--- config.mk ---
export PLATFORM = sky130hd
export DESIGN_NAME = txrc_clock_ctrl
export DESIGN_NICKNAME = d
export VERILOG_FILES = /design/src/include/txrc_pkg.sv /design/src/design/txrc_clock_ctrl.sv /design/src/design/txrc_sync.sv
export SDC_FILE = /design/constraint.sdc
export NUM_CORES = 1
export LEC_CHECK = 0
export BUFFER_PORTS_ARGS = -buffer_cell sky130_fd_sc_hd__buf_4
export CORE_AREA = 4 4 90 177
export DETAILED_ROUTE_END_ITERATION = 6
export DIE_AREA = 0 0 94 181
export HOLD_SLACK_MARGIN = 0.1
export PLACE_DENSITY = 0.75
export SKIP_LAST_GASP = 1
export SLEW_MARGIN = 20
export SYNTH_ARGS = -nofsm -noshare
export SYNTH_HDL_FRONTEND = slang
export SYNTH_SLANG_ARGS = --single-unit
--- constraint.sdc ---
create_clock -name aclk -period 1.65 [get_ports aclk]
set_input_delay 0.33 -clock aclk [delete_from_list [all_inputs] [get_ports aclk]]
set_output_delay 0.33 -clock aclk [all_outputs]
set_load 0.005 [all_outputs]
--- src/include/txrc_pkg.sv ---
// Constants shared by the transmit clock control block
package txrc_pkg;
  // Three-level select encoding (a floating pin reads as mid)
  localparam logic [1:0] TRI_LOW  = 2'h0;
  localparam logic [1:0] TRI_MID  = 2'h1;
  localparam logic [1:0] TRI_HIGH = 2'h2;
  // Transmit PLL multipliers
  localparam logic [4:0] MULT_HALF_REF = 5'h14;  // 20
  localparam logic [4:0] MULT_FULL_REF = 5'h0A;  // 10
  // Reference edges sampled low before alignment starts
  localparam logic [1:0] ALIGN_LOW_EDGES = 2'h2;
  // Register byte offsets
  localparam int         ADDR_W     = 8;
  localparam logic [7:0] OFS_CTRL   = 8'h00;
  localparam logic [7:0] OFS_STATUS = 8'h04;
  localparam logic [7:0] OFS_PHASE  = 8'h08;
  // Reset values
  localparam logic [31:0] CTRL_RST  = 32'h0000_0000;
  localparam logic [7:0]  CNT_RST   = 8'h00;
  localparam logic [7:0]  HALF_RST  = 8'h04;
  // AXI responses
  localparam logic [1:0] RESP_OKAY   = 2'h0;
  localparam logic [1:0] RESP_SLVERR = 2'h2;
  // Pin sampling vector width
  localparam int SYNC_W = 12;
endpackage : txrc_pkg

--- src/design/txrc_clock_ctrl.sv ---
// Transmit rate and input clock selection with phase alignment
//
// Local design decisions: register access over AXI4-Lite and the register offsets.
`timescale 1ns/1ns
module txrc_clock_ctrl
(
  input  wire logic                     aclk,
  input  wire logic                     aresetn,
  input  wire logic                     reference_clock_in,
  input  wire logic                     tx_pll_rate_select,
  input  wire logic                     rx_interface_clock_select,
  input  wire logic [1:0]               tx_input_clock_select,
  input  wire logic                     channel_a_tx_input_clock,
  input  wire logic                     channel_b_tx_input_clock,
  input  wire logic                     channel_c_tx_input_clock,
  input  wire logic                     channel_d_tx_input_clock,
  input  wire logic                     tx_phase_align_reset_n,
  input  wire logic                     rx_recovered_clock_a,
  input  wire logic                     rx_recovered_clock_c,
  output logic [4:0]                    tx_pll_multiplier,
  output logic                          tx_synth_clock_out,
  output logic                          rx_iface_clock_out_a,
  output logic                          rx_iface_clock_out_c,
  output logic [3:0]                    tx_input_load,
  output logic                          tx_phase_aligning,
  output logic                          tx_config_invalid,
  input  wire logic [txrc_pkg::ADDR_W-1:0] s_axi_awaddr,
  input  wire logic                     s_axi_awvalid,
  output logic                          s_axi_awready,
  input  wire logic [31:0]              s_axi_wdata,
  input  wire logic [3:0]               s_axi_wstrb,
  input  wire logic                     s_axi_wvalid,
  output logic                          s_axi_wready,
  output logic [1:0]                    s_axi_bresp,
  output logic                          s_axi_bvalid,
  input  wire logic                     s_axi_bready,
  input  wire logic [txrc_pkg::ADDR_W-1:0] s_axi_araddr,
  input  wire logic                     s_axi_arvalid,
  output logic                          s_axi_arready,
  output logic [31:0]                   s_axi_rdata,
  output logic [1:0]                    s_axi_rresp,
  output logic                          s_axi_rvalid,
  input  wire logic                     s_axi_rready
);
  import txrc_pkg::*;
  typedef struct packed {
    logic                ref_d;
    logic [3:0]          chan_d;
    logic [1:0]          low_edges;
    logic [7:0]          half_cnt;
    logic [7:0]          half_len;
    logic [7:0]          mid_cnt;
    logic                mid_arm;
    logic [7:0]          syn_cnt;
    logic [3:0][7:0]     phase;
    logic                synth;
    logic                rx_a;
    logic                rx_c;
    logic [4:0]          mult;
    logic [3:0]          load;
    logic                aligning;
    logic                invalid;
    logic [31:0]         ctrl;
    logic                aw_have;
    logic [ADDR_W-1:0]   aw_addr;
    logic                w_have;
    logic [31:0]         wdata;
    logic [3:0]          wstrb;
    logic                awready;
    logic                wready;
    logic                bvalid;
    logic [1:0]          bresp;
    logic                arready;
    logic                rvalid;
    logic [31:0]         rdata;
    logic [1:0]          rresp;
  } txrc_state_t;

  txrc_state_t r;
  txrc_state_t nxt;
  logic [SYNC_W-1:0] pins;

  // Rising edge of a sampled level
  function automatic logic rise(input logic prev, input logic cur);
    rise = cur & ~prev;
  endfunction : rise

  // All pin inputs pass two flip-flops before use
  txrc_sync #(
    .W (SYNC_W)
  ) u_sync (
    .aclk    (aclk),
    .aresetn (aresetn),
    .d       ({rx_recovered_clock_c, rx_recovered_clock_a,
               tx_phase_align_reset_n, tx_input_clock_select,
               rx_interface_clock_select, tx_pll_rate_select,
               channel_d_tx_input_clock, channel_c_tx_input_clock,
               channel_b_tx_input_clock, channel_a_tx_input_clock,
               reference_clock_in}),
    .q       (pins)
  );

  logic       ref_s;
  logic [3:0] chan_s;
  logic       rate_s;
  logic       rxsel_s;
  logic [1:0] txsel_s;
  logic       align_n_s;
  logic       rec_a_s;
  logic       rec_c_s;

  // Unpack sampled pins
  assign ref_s     = pins[0];
  assign chan_s    = pins[4:1];
  assign rate_s    = pins[5];
  assign rxsel_s   = pins[6];
  assign txsel_s   = pins[8:7];
  assign align_n_s = pins[9];
  assign rec_a_s   = pins[10];
  assign rec_c_s   = pins[11];

  logic       ref_rise;
  logic       ref_fall;
  logic       syn_rise;
  logic [3:0] chan_rise;
  logic       bypass;
  logic       align_low;
  logic       wr_go;
  logic [7:0] sel_ofs;

  // Clock logic and register slave
  always_comb
  begin
    nxt       = r;
    ref_rise  = rise(r.ref_d, ref_s);
    ref_fall  = rise(ref_s, r.ref_d);
    chan_rise = '0;
    for (int i = 0; i < 4; i++)
      chan_rise[i] = rise(r.chan_d[i], chan_s[i]);
    nxt.ref_d  = ref_s;
    nxt.chan_d = chan_s;

    // Multiplier from rate select
    nxt.mult = rate_s ? MULT_HALF_REF : MULT_FULL_REF;
    // Flag for the forbidden pairing
    nxt.invalid = rate_s && (txsel_s != TRI_LOW);

    // Measure ref half period in aclk cycles
    if (ref_rise || ref_fall)
    begin
      nxt.half_cnt = 8'h01;
      nxt.half_len = r.half_cnt;
    end
    else if (r.half_cnt != 8'hFF)
      nxt.half_cnt = r.half_cnt + 8'h01;

    // Synthesized clock: follow ref, or double it
    if (!rate_s)
    begin
      nxt.mid_arm = 1'b0;
      if (ref_rise)
        nxt.synth = 1'b1;
      else if (ref_fall)
        nxt.synth = 1'b0;
    end
    else if (ref_rise || ref_fall)
    begin
      nxt.synth   = 1'b1;
      nxt.mid_arm = 1'b1;
      nxt.mid_cnt = {1'b0, r.half_len[7:1]};
    end
    else if (r.mid_arm)
    begin
      if (r.mid_cnt <= 8'h01)
      begin
        nxt.synth   = 1'b0;
        nxt.mid_arm = 1'b0;
      end
      else
        nxt.mid_cnt = r.mid_cnt - 8'h01;
    end
    syn_rise = rise(r.synth, nxt.synth);

    // Receive interface clocks
    if (!rxsel_s)
    begin
      nxt.rx_a = ref_s;
      nxt.rx_c = ref_s;
    end
    else
    begin
      nxt.rx_a = rec_a_s;
      nxt.rx_c = rec_c_s;
    end

    // Input register clock strobes per channel
    unique case (txsel_s)
      TRI_LOW:  nxt.load = {4{ref_rise}};
      TRI_HIGH: nxt.load = {4{chan_rise[0]}};
      default:  nxt.load = chan_rise;
    endcase

    // Alignment starts after two low samples on ref rising edges
    bypass    = (txsel_s == TRI_LOW) && !rate_s;
    align_low = !align_n_s || r.ctrl[0];
    if (bypass)
      nxt.low_edges = 2'h0;
    else if (ref_rise)
    begin
      if (!align_low)
        nxt.low_edges = 2'h0;
      else if (r.low_edges != ALIGN_LOW_EDGES)
        nxt.low_edges = r.low_edges + 2'h1;
    end
    nxt.aligning = (nxt.low_edges == ALIGN_LOW_EDGES) && align_low;

    // Phase of each input clock against synthesized clock
    nxt.syn_cnt = syn_rise ? 8'h00 : r.syn_cnt + 8'h01;
    for (int i = 0; i < 4; i++)
      if (r.aligning && nxt.load[i])
        nxt.phase[i] = r.syn_cnt;

    // Write channel: address and data in either order
    if (r.bvalid && s_axi_bready)
      nxt.bvalid = 1'b0;
    if (s_axi_awvalid && r.awready)
    begin
      nxt.aw_have = 1'b1;
      nxt.aw_addr = s_axi_awaddr;
    end
    if (s_axi_wvalid && r.wready)
    begin
      nxt.w_have = 1'b1;
      nxt.wdata  = s_axi_wdata;
      nxt.wstrb  = s_axi_wstrb;
    end
    wr_go = nxt.aw_have && nxt.w_have && !nxt.bvalid;
    if (wr_go)
    begin
      nxt.aw_have = 1'b0;
      nxt.w_have  = 1'b0;
      nxt.bvalid  = 1'b1;
      nxt.bresp   = RESP_OKAY;
      if (nxt.aw_addr == OFS_CTRL)
      begin
        for (int b = 0; b < 4; b++)
          if (nxt.wstrb[b])
            nxt.ctrl[b*8 +: 8] = nxt.wdata[b*8 +: 8];
        nxt.ctrl[31:1] = '0;                           // Only bit 0 lives
      end
      else if (nxt.aw_addr != OFS_STATUS && nxt.aw_addr != OFS_PHASE)
        nxt.bresp = RESP_SLVERR;
    end
    nxt.awready = !nxt.aw_have && !nxt.bvalid;
    nxt.wready  = !nxt.w_have && !nxt.bvalid;

    // Read channel
    sel_ofs = s_axi_araddr;
    if (r.rvalid && s_axi_rready)
      nxt.rvalid = 1'b0;
    if (s_axi_arvalid && r.arready)
    begin
      nxt.rvalid = 1'b1;
      nxt.rresp  = RESP_OKAY;
      unique case (sel_ofs)
        OFS_CTRL:   nxt.rdata = r.ctrl;
        OFS_STATUS: nxt.rdata = {r.half_len, 6'h00, txsel_s, 3'h0,
                                 r.mult, 3'h0, bypass, r.aligning,
                                 r.invalid, rxsel_s, rate_s};
        OFS_PHASE:  nxt.rdata = r.phase;
        default:
        begin
          nxt.rdata = 32'h0000_0000;
          nxt.rresp = RESP_SLVERR;
        end
      endcase
    end
    nxt.arready = !nxt.rvalid;
  end

  // State register
  always_ff @(posedge aclk)
  begin
    if (!aresetn)
    begin
      r          <= '0;
      r.half_len <= HALF_RST;
      r.mult     <= MULT_FULL_REF;
      r.ctrl     <= CTRL_RST;
      r.syn_cnt  <= CNT_RST;
      r.awready  <= 1'b1;
      r.wready   <= 1'b1;
      r.arready  <= 1'b1;
    end
    else
      r <= nxt;
  end

  // Outputs straight from the state register
  assign tx_pll_multiplier    = r.mult;
  assign tx_synth_clock_out   = r.synth;
  assign rx_iface_clock_out_a = r.rx_a;
  assign rx_iface_clock_out_c = r.rx_c;
  assign tx_input_load        = r.load;
  assign tx_phase_aligning    = r.aligning;
  assign tx_config_invalid    = r.invalid;
  assign s_axi_awready        = r.awready;
  assign s_axi_wready         = r.wready;
  assign s_axi_bvalid         = r.bvalid;
  assign s_axi_bresp          = r.bresp;
  assign s_axi_arready        = r.arready;
  assign s_axi_rvalid         = r.rvalid;
  assign s_axi_rdata          = r.rdata;
  assign s_axi_rresp          = r.rresp;
endmodule : txrc_clock_ctrl

--- src/design/txrc_sync.sv ---
// Two-stage synchroniser for pin inputs
`timescale 1ns/1ns
module txrc_sync #(
  parameter int W = 1
) (
  input  wire logic         aclk,
  input  wire logic         aresetn,
  input  wire logic [W-1:0] d,
  output logic      [W-1:0] q
);
  typedef struct packed {
    logic [W-1:0] s1;
    logic [W-1:0] s2;
  } txrc_sync_t;

  txrc_sync_t r;
  txrc_sync_t nxt;

  // First stage feeds only the second
  always_comb
  begin
    nxt.s1 = d;
    nxt.s2 = r.s1;
  end

  // Register stages
  always_ff @(posedge aclk)
  begin
    if (!aresetn)
      r <= '0;
    else
      r <= nxt;
  end

  assign q = r.s2;
endmodule : txrc_sync

==> results of run 1 <==
[cells in the final DEF, fill, tap and decap left out, drive strengths merged, types with 3 or more instances in the layout]
| cell type | count |
|---|---|
| dfxtp | 159 |
| buf | 123 |
| nand2 | 94 |
| nor2 | 59 |
| a21oi | 49 |
| mux2i | 36 |
| and2 | 33 |
| a22oi | 31 |
| o21ai | 24 |
| or3 | 23 |
| nand3 | 21 |
| inv | 21 |
| clkbuf | 20 |
| nor2b | 8 |
| xor2 | 7 |
| ha | 7 |
| a32o | 6 |
| clkinv | 6 |
| nor3 | 5 |
| nand2b | 4 |
| o31ai | 4 |
| and3 | 4 |
| or4 | 4 |
| mux2 | 4 |
| o22ai | 3 |
| nand4 | 3 |
| conb | 3 |
| bufinv | 3 |
| o21a | 3 |
| nor4 | 3 |
[metrics by stage]
step / power [mW] / instances / hold WS, ps / instance area, um2
floorplan: 4.40 / 719 / 412 / 6490
global placement: 4.62 / 954 / 417 / 7250
detailed placement: 4.63 / 954 / 418 / 7250
CTS: 8.52 / 984 / 117 / 7850
global route: 8.77 / 986 / 111 / 7890
finish: 8.45 / 986 / 128 / 7890
[cells in the mapped netlist, drive strengths merged (2+ instances only)]
cell type / n / share of area
nor2: 59 / 0.034
inv: 21 / 0.012
mux2i: 36 / 0.056
xor2: 7 / 0.0095
ha: 7 / 0.014
or3: 23 / 0.023
clkbuf: 23 / 0.013
o21ai: 24 / 0.020
o21a: 3 / 0.0046
nor3: 5 / 0.0046
nand3: 21 / 0.016
nand2b: 4 / 0.0039
a32o: 6 / 0.0093
o211ai: 2 / 0.0023
nand2: 94 / 0.054
a211oi: 2 / 0.0023
a21oi: 49 / 0.038
nand4: 3 / 0.0029
o31ai: 4 / 0.0046
and2: 33 / 0.032
and3: 4 / 0.0039
mux2: 4 / 0.0075
nand3b: 2 / 0.0023
o22ai: 3 / 0.0029
dfxtp: 159 / 0.49
buf: 58 / 0.061
or4: 4 / 0.0052
nor2b: 8 / 0.0077
nor4: 3 / 0.0062
a22oi: 31 / 0.036
[sequential cells by signal, summed over array words and instances, names as in the netlist, 2 cells and up]
signal	cells
r	85
s_axi_rdata	32
tx_input_load	4
tx_pll_multiplier	2
u_sync.nxt	12
u_sync.q	12
[layout make-up]
class,count,share of cell area
inverters,21,0.0100
clock buffers,20,0.0579
well taps,195,0.0309
flip-flops and latches,159,0.404
multi-input cells,458,0.351
repair buffers,123,0.129
clock inverters,10,0.0176
[kinds of logic (layout without fill, tap and decap cells)]
logic type               after synthesis  after routing  synth area share
flip-flops                           159            159             0.491
AO/OA/AOI/OAI                        134            134             0.134
multiplexers                          40             40            0.0631
other                                  1              3          0.000578
AND/OR/NAND/NOR                      266            266             0.201
adder cells (fa/ha/maj)                7              7            0.0135
XOR/XNOR                               8              8            0.0108
buffers and inverters                102            174            0.0868
[final timing paths]
check | to | depth (start not counted)
setup reg to reg | r[87] | 4
setup / recovery | r[87] | 4
hold reg to reg | u_sync.q[6] | 1
hold / removal | u_sync.nxt[8] | 2
[per-layer routing]
metal / global-route usage / up-vias / part of all wire
li1: - / 2540 / -
met1: 0.208 / 2343 / 0.43
met2: 0.274 / 125 / 0.50
met3: 0.0342 / 24 / 0.046
met4: 0.0590 / 0 / 0.021
met5: 0 / - / 0
[timing repair]
item / CTS / global route
setup buffers: 0 / 2
resized for setup: 1 / 7
pin swaps: 1 / 1
setup endpoints to repair: 8 / 10
[power breakdown]
part | switching (mW) | internal, mW | leakage (nW)
logic | 0.290 | 0.255 | 1.69
registers | 0.0716 | 3.94 | 1.29
clock network | 1.45 | 2.44 | 0.292
total | 1.81 | 6.63 | 3.27
[critical path, stage by stage, from the launching register on]
cell,delay [ps]
sky130_fd_sc_hd__dfxtp_2,320
sky130_fd_sc_hd__or4_4,540
sky130_fd_sc_hd__nor4_4,200
sky130_fd_sc_hd__o2111ai_2,170
sky130_fd_sc_hd__mux2_4,310
==> reports/summary.txt, run 1 <==
RUN STATUS
----------------------------------------------------------------------------------------
Status                                                                      finished, final reports clean

DIE
----------------------------------------------------------------------------------------
Core region area                                                               14700 um2
Io pins                                                                              126
Die Ht                                                                            181 um
Effective utilization at floorplan                                                 0.442
Rows                                                                                  63
Die Outline Area                                                               17000 um2
Horizontal die dimension                                                           94 um

CLOCK TREE
----------------------------------------------------------------------------------------
CTS Hold Bufs                                                                          0
CTS Root Cell                                                               sky130_fd_sc_hd__clkbuf_16
TritonCTS clock tree                                                                done
Clock sink count                                                                     159
H-tree lvl count                                                                       4
Number of buffers on the longest clock path                                            2
Worst-skew pair later-pin latency                                                 410 ps
Clock transition at the registers of the reported paths                            60 ps
Total CTS buffers                                                                     17

CELLS AND AREA
----------------------------------------------------------------------------------------
Multi-input logic area                                                          2770 um2
Layout Area Growth over Synthesis                                                  21.6%
Seq. cell area                                                                  3190 um2
Final-stage net count                                                                858
Diode count                                                                            0
Share of post-route cells with drive strength above 1                              0.221
Core utilization of the finished layout                                            0.538
Number of fill cells in the layout                                                  1363

TIMING
----------------------------------------------------------------------------------------
Final setup TNS                                                                     0 ps
Worst path setup slack after routing                                             8.81 ps
RSZ-0062 raised after global routing                                                 yes
Final-report hold violation count                                                      0
Worst clock skew                                                                 8.49 ps
Total setup violations reported at the end of the flow                                 0
Final Critical Period                                                            1640 ps
Final cycle utilization of the critical path                                       0.995
Achievable frequency                                                             609 MHz
Count of pins over their slew limit                                                    0

LOGIC SYNTHESIS
----------------------------------------------------------------------------------------
Count of flip-flops with a built-in enable after synthesis                             0
Post-synth design cell area                                                     6490 um2
Sequential-to-total area share from yosys stat                                     0.491
Per-instance average area after synthesis                                       9.05 um2
Count of yosys warnings during synthesis                                               0
FF+latch count, synth                                                                159
Count of distinct cell types in the synthesized netlist                               59
Ys async rst share                                                                     0
Gate Count Post-Synth                                                                717
Commonest register cell after synthesis                                     sky130_fd_sc_hd__dfxtp_1

POWER AND IR DROP
----------------------------------------------------------------------------------------
Worst IR Drop VDD                                                               0.787 mV
Power per Cell Area                                                          1070 nW/um2
Static power due to leakage                                                      3.27 nW

PLACED DESIGN
----------------------------------------------------------------------------------------
Final Wtd Congestion                                                               0.870
Total half-perimeter wirelength after legalization and detailed placement       10100 um
Setup Slack @ Placement                                                          -156 ps
Port-buffer cells                                                                     88

DRT
----------------------------------------------------------------------------------------
Post-detailed-route wirelength per cell                                          14.1 um
Via/cell ratio                                                                      5.10
Final wirelength                                                                13900 um
Number of routed nets with antenna violations                                          0
DR DRC count                                                                           0
DR vias                                                                             5032
DRC violation total after the first TritonRoute iteration                            303
TritonRoute pass-1 iters                                                               5

WORST SETUP PATH
----------------------------------------------------------------------------------------
Critical path peak fanout                                                              2
Flop-to-flop setup slack                                                            9 ps
RR Startpoint                                                                      r[84]
Type of the setup path with the least slack                                   reg -> reg
Startpoint kind of the worst setup timing path                                  register
CP endpoint kind                                                                register
CP Launch Point                                                                    r[84]
Critical path arrival                                                            1940 ps
Critical Path RT                                                                 1950 ps

WORST HOLD PATH
----------------------------------------------------------------------------------------
Beginning of the worst hold path                                            tx_input_clock_select[1]
Hold crit path type                                                            in -> reg

GRT
----------------------------------------------------------------------------------------
Wire length of the first global-routing pass                                    22700 um
GR Overflow Total                                                                      0
Combined global-route utilization of all metal layers                              0.165
Via count of the first global-routing pass                                          4766
Number of antenna violations at the first check in global routing                      0
Pin count of the biggest net entering global routing                                  54

RUN
----------------------------------------------------------------------------------------
# Max-Cap Violations                                                                   0

(Power assumes the default switching activity.)
==> inputs of run 2 (changes only) <==
--- a/config.mk
+++ b/config.mk
@@ -6,11 +6,12 @@
 export NUM_CORES = 1
 export LEC_CHECK = 0
 export BUFFER_PORTS_ARGS = -buffer_cell sky130_fd_sc_hd__buf_4
-export CORE_AREA = 4 4 90 177
+export CORE_AREA = 4 4 126 128
 export DETAILED_ROUTE_END_ITERATION = 6
-export DIE_AREA = 0 0 94 181
+export DIE_AREA = 0 0 130 132
 export HOLD_SLACK_MARGIN = 0.1
-export PLACE_DENSITY = 0.75
+export PLACE_DENSITY = 0.74
+export REMOVE_ABC_BUFFERS = 1
 export SKIP_LAST_GASP = 1
 export SLEW_MARGIN = 20
 export SYNTH_ARGS = -nofsm -noshare
==> run 2 against run 1 <==
  * The flow now finishes with violations (negative setup slack)
  * Clock power increased by 6.7%
  * Core utilization decreased by 0.077 points
  * Non-clock buffer count increased by 10
  * Combinational power increased by 5.0%
  * Flip-flop and latch count unchanged
  * Global-route usage increased by 0.38 points
  * Final cell count increased by 0.41%
  * Largest power group is now clock
  * Routed wire length increased by 1.1%
  * Total power increased by 3.3%
==> reports/summary.txt, run 2 (synthesis results as in run 1) <==
RUN STATUS
----------------------------------------------------------------------------------------
Status                                                                      complete, but fails checks
Failing checks                                                              negative setup slack

WORST SETUP PATH
----------------------------------------------------------------------------------------
Critical Path RT                                                                 1960 ps   about the same
Critical path peak fanout                                                              2   unchanged
Register-to-Register Path Depth                                                        4   unchanged
CP endpoint kind                                                                register
Capture point of the worst reg-to-reg path                                         r[87]
Startpoint kind of the worst setup timing path                                  register
Critical Path Sink                                                                 r[87]
RR Startpoint                                                                      r[84]
Flop-to-flop setup slack                                                          -20 ps   -30 ps
Type of the setup path with the least slack                                   reg -> reg
Critical path arrival                                                            1980 ps   +40 ps
CP Launch Point                                                                    r[84]

GRT
----------------------------------------------------------------------------------------
GR Overflow Total                                                                      0   unchanged
Number of antenna violations at the first check in global routing                      0   unchanged
Combined global-route utilization of all metal layers                              0.168   +0.00378
Wire length of the first global-routing pass                                    23200 um   +2.3%
Pin count of the biggest net entering global routing                                  53   -1.9%
Via count of the first global-routing pass                                          4808   +0.88%

CELLS AND AREA
----------------------------------------------------------------------------------------
Core utilization of the finished layout                                            0.537   -0.000769
Post-route cell area                                                            7980 um2   +1.2%
Register containing the most flip-flops in the final layout                            r
Max reg flops                                                                         85   unchanged
Commonest non-fill, non-tap cell in the layout                              sky130_fd_sc_hd__dfxtp_1
Layout Area Growth over Synthesis                                                  23.1%
Leading cell types in the layout, fill and taps excluded                    159 x sky130_fd_sc_hd__dfxtp_1, 120 x sky130_fd_sc_hd__buf_4, 94 x sky130_fd_sc_hd__nand2_1, 58 x sky130_fd_sc_hd__nor2_1, 48 x sky130_fd_sc_hd__a21oi_1
Share of post-route cells with drive strength above 1                              0.221   -0.000541
Number of fill cells in the layout                                                  1407   +3.2%
Final-stage net count                                                                868   +1.2%
Diode count                                                                            0   unchanged

TIMING
----------------------------------------------------------------------------------------
Total setup violations reported at the end of the flow                                 1   +1
Worst path setup slack after routing                                            -22.8 ps   -31.6 ps
Count of pins over their slew limit                                                    0   unchanged
RSZ-0062 raised after global routing                                                 yes
Worst clock skew                                                                 9.08 ps   +0.593 ps
Final Critical Period                                                            1670 ps   +31.6 ps
Final setup TNS                                                                 -22.8 ps   -22.8 ps
Final cycle utilization of the critical path                                        1.01   +0.0192
Final-report hold violation count                                                      0   unchanged
Hold slack                                                                        121 ps   -7.39 ps
Achievable frequency                                                             598 MHz   -1.9%

POWER AND IR DROP
----------------------------------------------------------------------------------------
Static power due to leakage                                                      3.31 nW   +1.1%
Post-route total power                                                           8.72 mW   +3.3%
Power per Cell Area                                                          1090 nW/um2   +2.0%
Worst IR Drop VDD                                                               0.696 mV   -12%

DIE
----------------------------------------------------------------------------------------
Core region area                                                               14900 um2   +1.4%
Rows                                                                                  45   -29%
Horizontal die dimension                                                          130 um   +38%
Effective utilization at floorplan                                                 0.436   -0.00603
Io pins                                                                              126   unchanged
Die Ht                                                                            132 um   -27%
Die Outline Area                                                               17200 um2   +0.86%

CLOCK TREE
----------------------------------------------------------------------------------------
H-tree lvl count                                                                       4   unchanged
Worst-skew pair later-pin latency                                                 430 ps   +20 ps
Number of buffers on the longest clock path                                            2   unchanged
Clock sink count                                                                     159   unchanged
Total CTS buffers                                                                     17   unchanged
CTS Root Cell                                                               sky130_fd_sc_hd__clkbuf_16
TritonCTS clock tree                                                                done
Clock transition at the registers of the reported paths                            60 ps   about the same

PLACED DESIGN
----------------------------------------------------------------------------------------
Area after DPL                                                                  7260 um2   +0.12%
Port-buffer cells                                                                     88   unchanged
Total half-perimeter wirelength after legalization and detailed placement        9970 um   -0.93%
Final Wtd Congestion                                                               0.829   -4.6%

DRT
----------------------------------------------------------------------------------------
Number of routed nets with antenna violations                                          0   unchanged
DR vias                                                                             5066   +0.68%
DR DRC count                                                                           0   unchanged
Post-detailed-route wirelength per cell                                          14.2 um   +0.70%
DRC violation total after the first TritonRoute iteration                            259   -15%
TritonRoute pass-1 iters                                                               5   unchanged
Final wirelength                                                                14000 um   +1.1%
Via/cell ratio                                                                      5.12   +0.27%

RUN
----------------------------------------------------------------------------------------
# Max-Cap Violations                                                                   0   unchanged

WORST HOLD PATH
----------------------------------------------------------------------------------------
Hold crit path type                                                            in -> reg

[run 2: worst max-delay path: stages, from the launching register on]
cell and delay, ps:
sky130_fd_sc_hd__dfxtp_1 310, sky130_fd_sc_hd__or4_4 540, sky130_fd_sc_hd__nor4_4 210, sky130_fd_sc_hd__o2111ai_2 180, sky130_fd_sc_hd__mux2_4 320
[run 2: report_power, final]
| group | internal, mW | leakage, nW | total, mW | switching, mW |
|---|---|---|---|---|
| Sequential | 3.94 | 1.29 | 4.00 | 0.0692 |
| Clock | 2.57 | 0.299 | 4.15 | 1.58 |
| Combinational | 0.268 | 1.72 | 0.571 | 0.303 |
[run 2: how the worst min path moves through the flow]
stage,endpoint,start,cells after the start
4_1_cts,u_sync.nxt[1],channel_a_tx_input_clock,2
5_1_grt,u_sync.nxt[2],channel_b_tx_input_clock,2
3_3_place_gp,u_sync.q[10],u_sync.nxt[10],1
2_1_floorplan,r[184],aresetn,1
6_report,u_sync.nxt[2],channel_b_tx_input_clock,2
3_5_place_dp,u_sync.q[7],u_sync.nxt[7],1
[run 2: per-stage QoR]
stage | std cells | worst slack, ps
floorplan | 638 | -329
global placement | 951 | -150
detailed placement | 951 | -168
CTS | 989 | -27.7
global route | 990 | -82.4
finish | 990 | -22.8
[run 2: cell type report]
| cell class | count | area [um2] | area share |
|---|---|---|---|
| clock buffers | 18 | 439 | 0.0550 |
| multi-input cells | 458 | 2770 | 0.347 |
| flip-flops and latches | 159 | 3180 | 0.399 |
| well taps | 188 | 235 | 0.0295 |
| repair buffers | 133 | 1090 | 0.137 |
| inverters | 21 | 78.8 | 0.00987 |
| clock inverters | 13 | 188 | 0.0235 |
[run 2: repair_timing]
item	in CTS	in global routing
gates cloned	0	0
hold endpoints to repair	7	0
hold buffers	7	0
buffers inserted	0	1
setup endpoints to repair	2	9
pin swaps	1	1
gates resized for setup	1	3
[run 2: routing by layer]
| layer | track usage | share of wire | vias up |
|---|---|---|---|
| met5 | 0 | 0 | - |
| met4 | 0.0566 | 0.019 | 0 |
| met3 | 0.0523 | 0.069 | 20 |
| met2 | 0.266 | 0.46 | 145 |
| met1 | 0.218 | 0.45 | 2339 |
| li1 | - | - | 2562 |
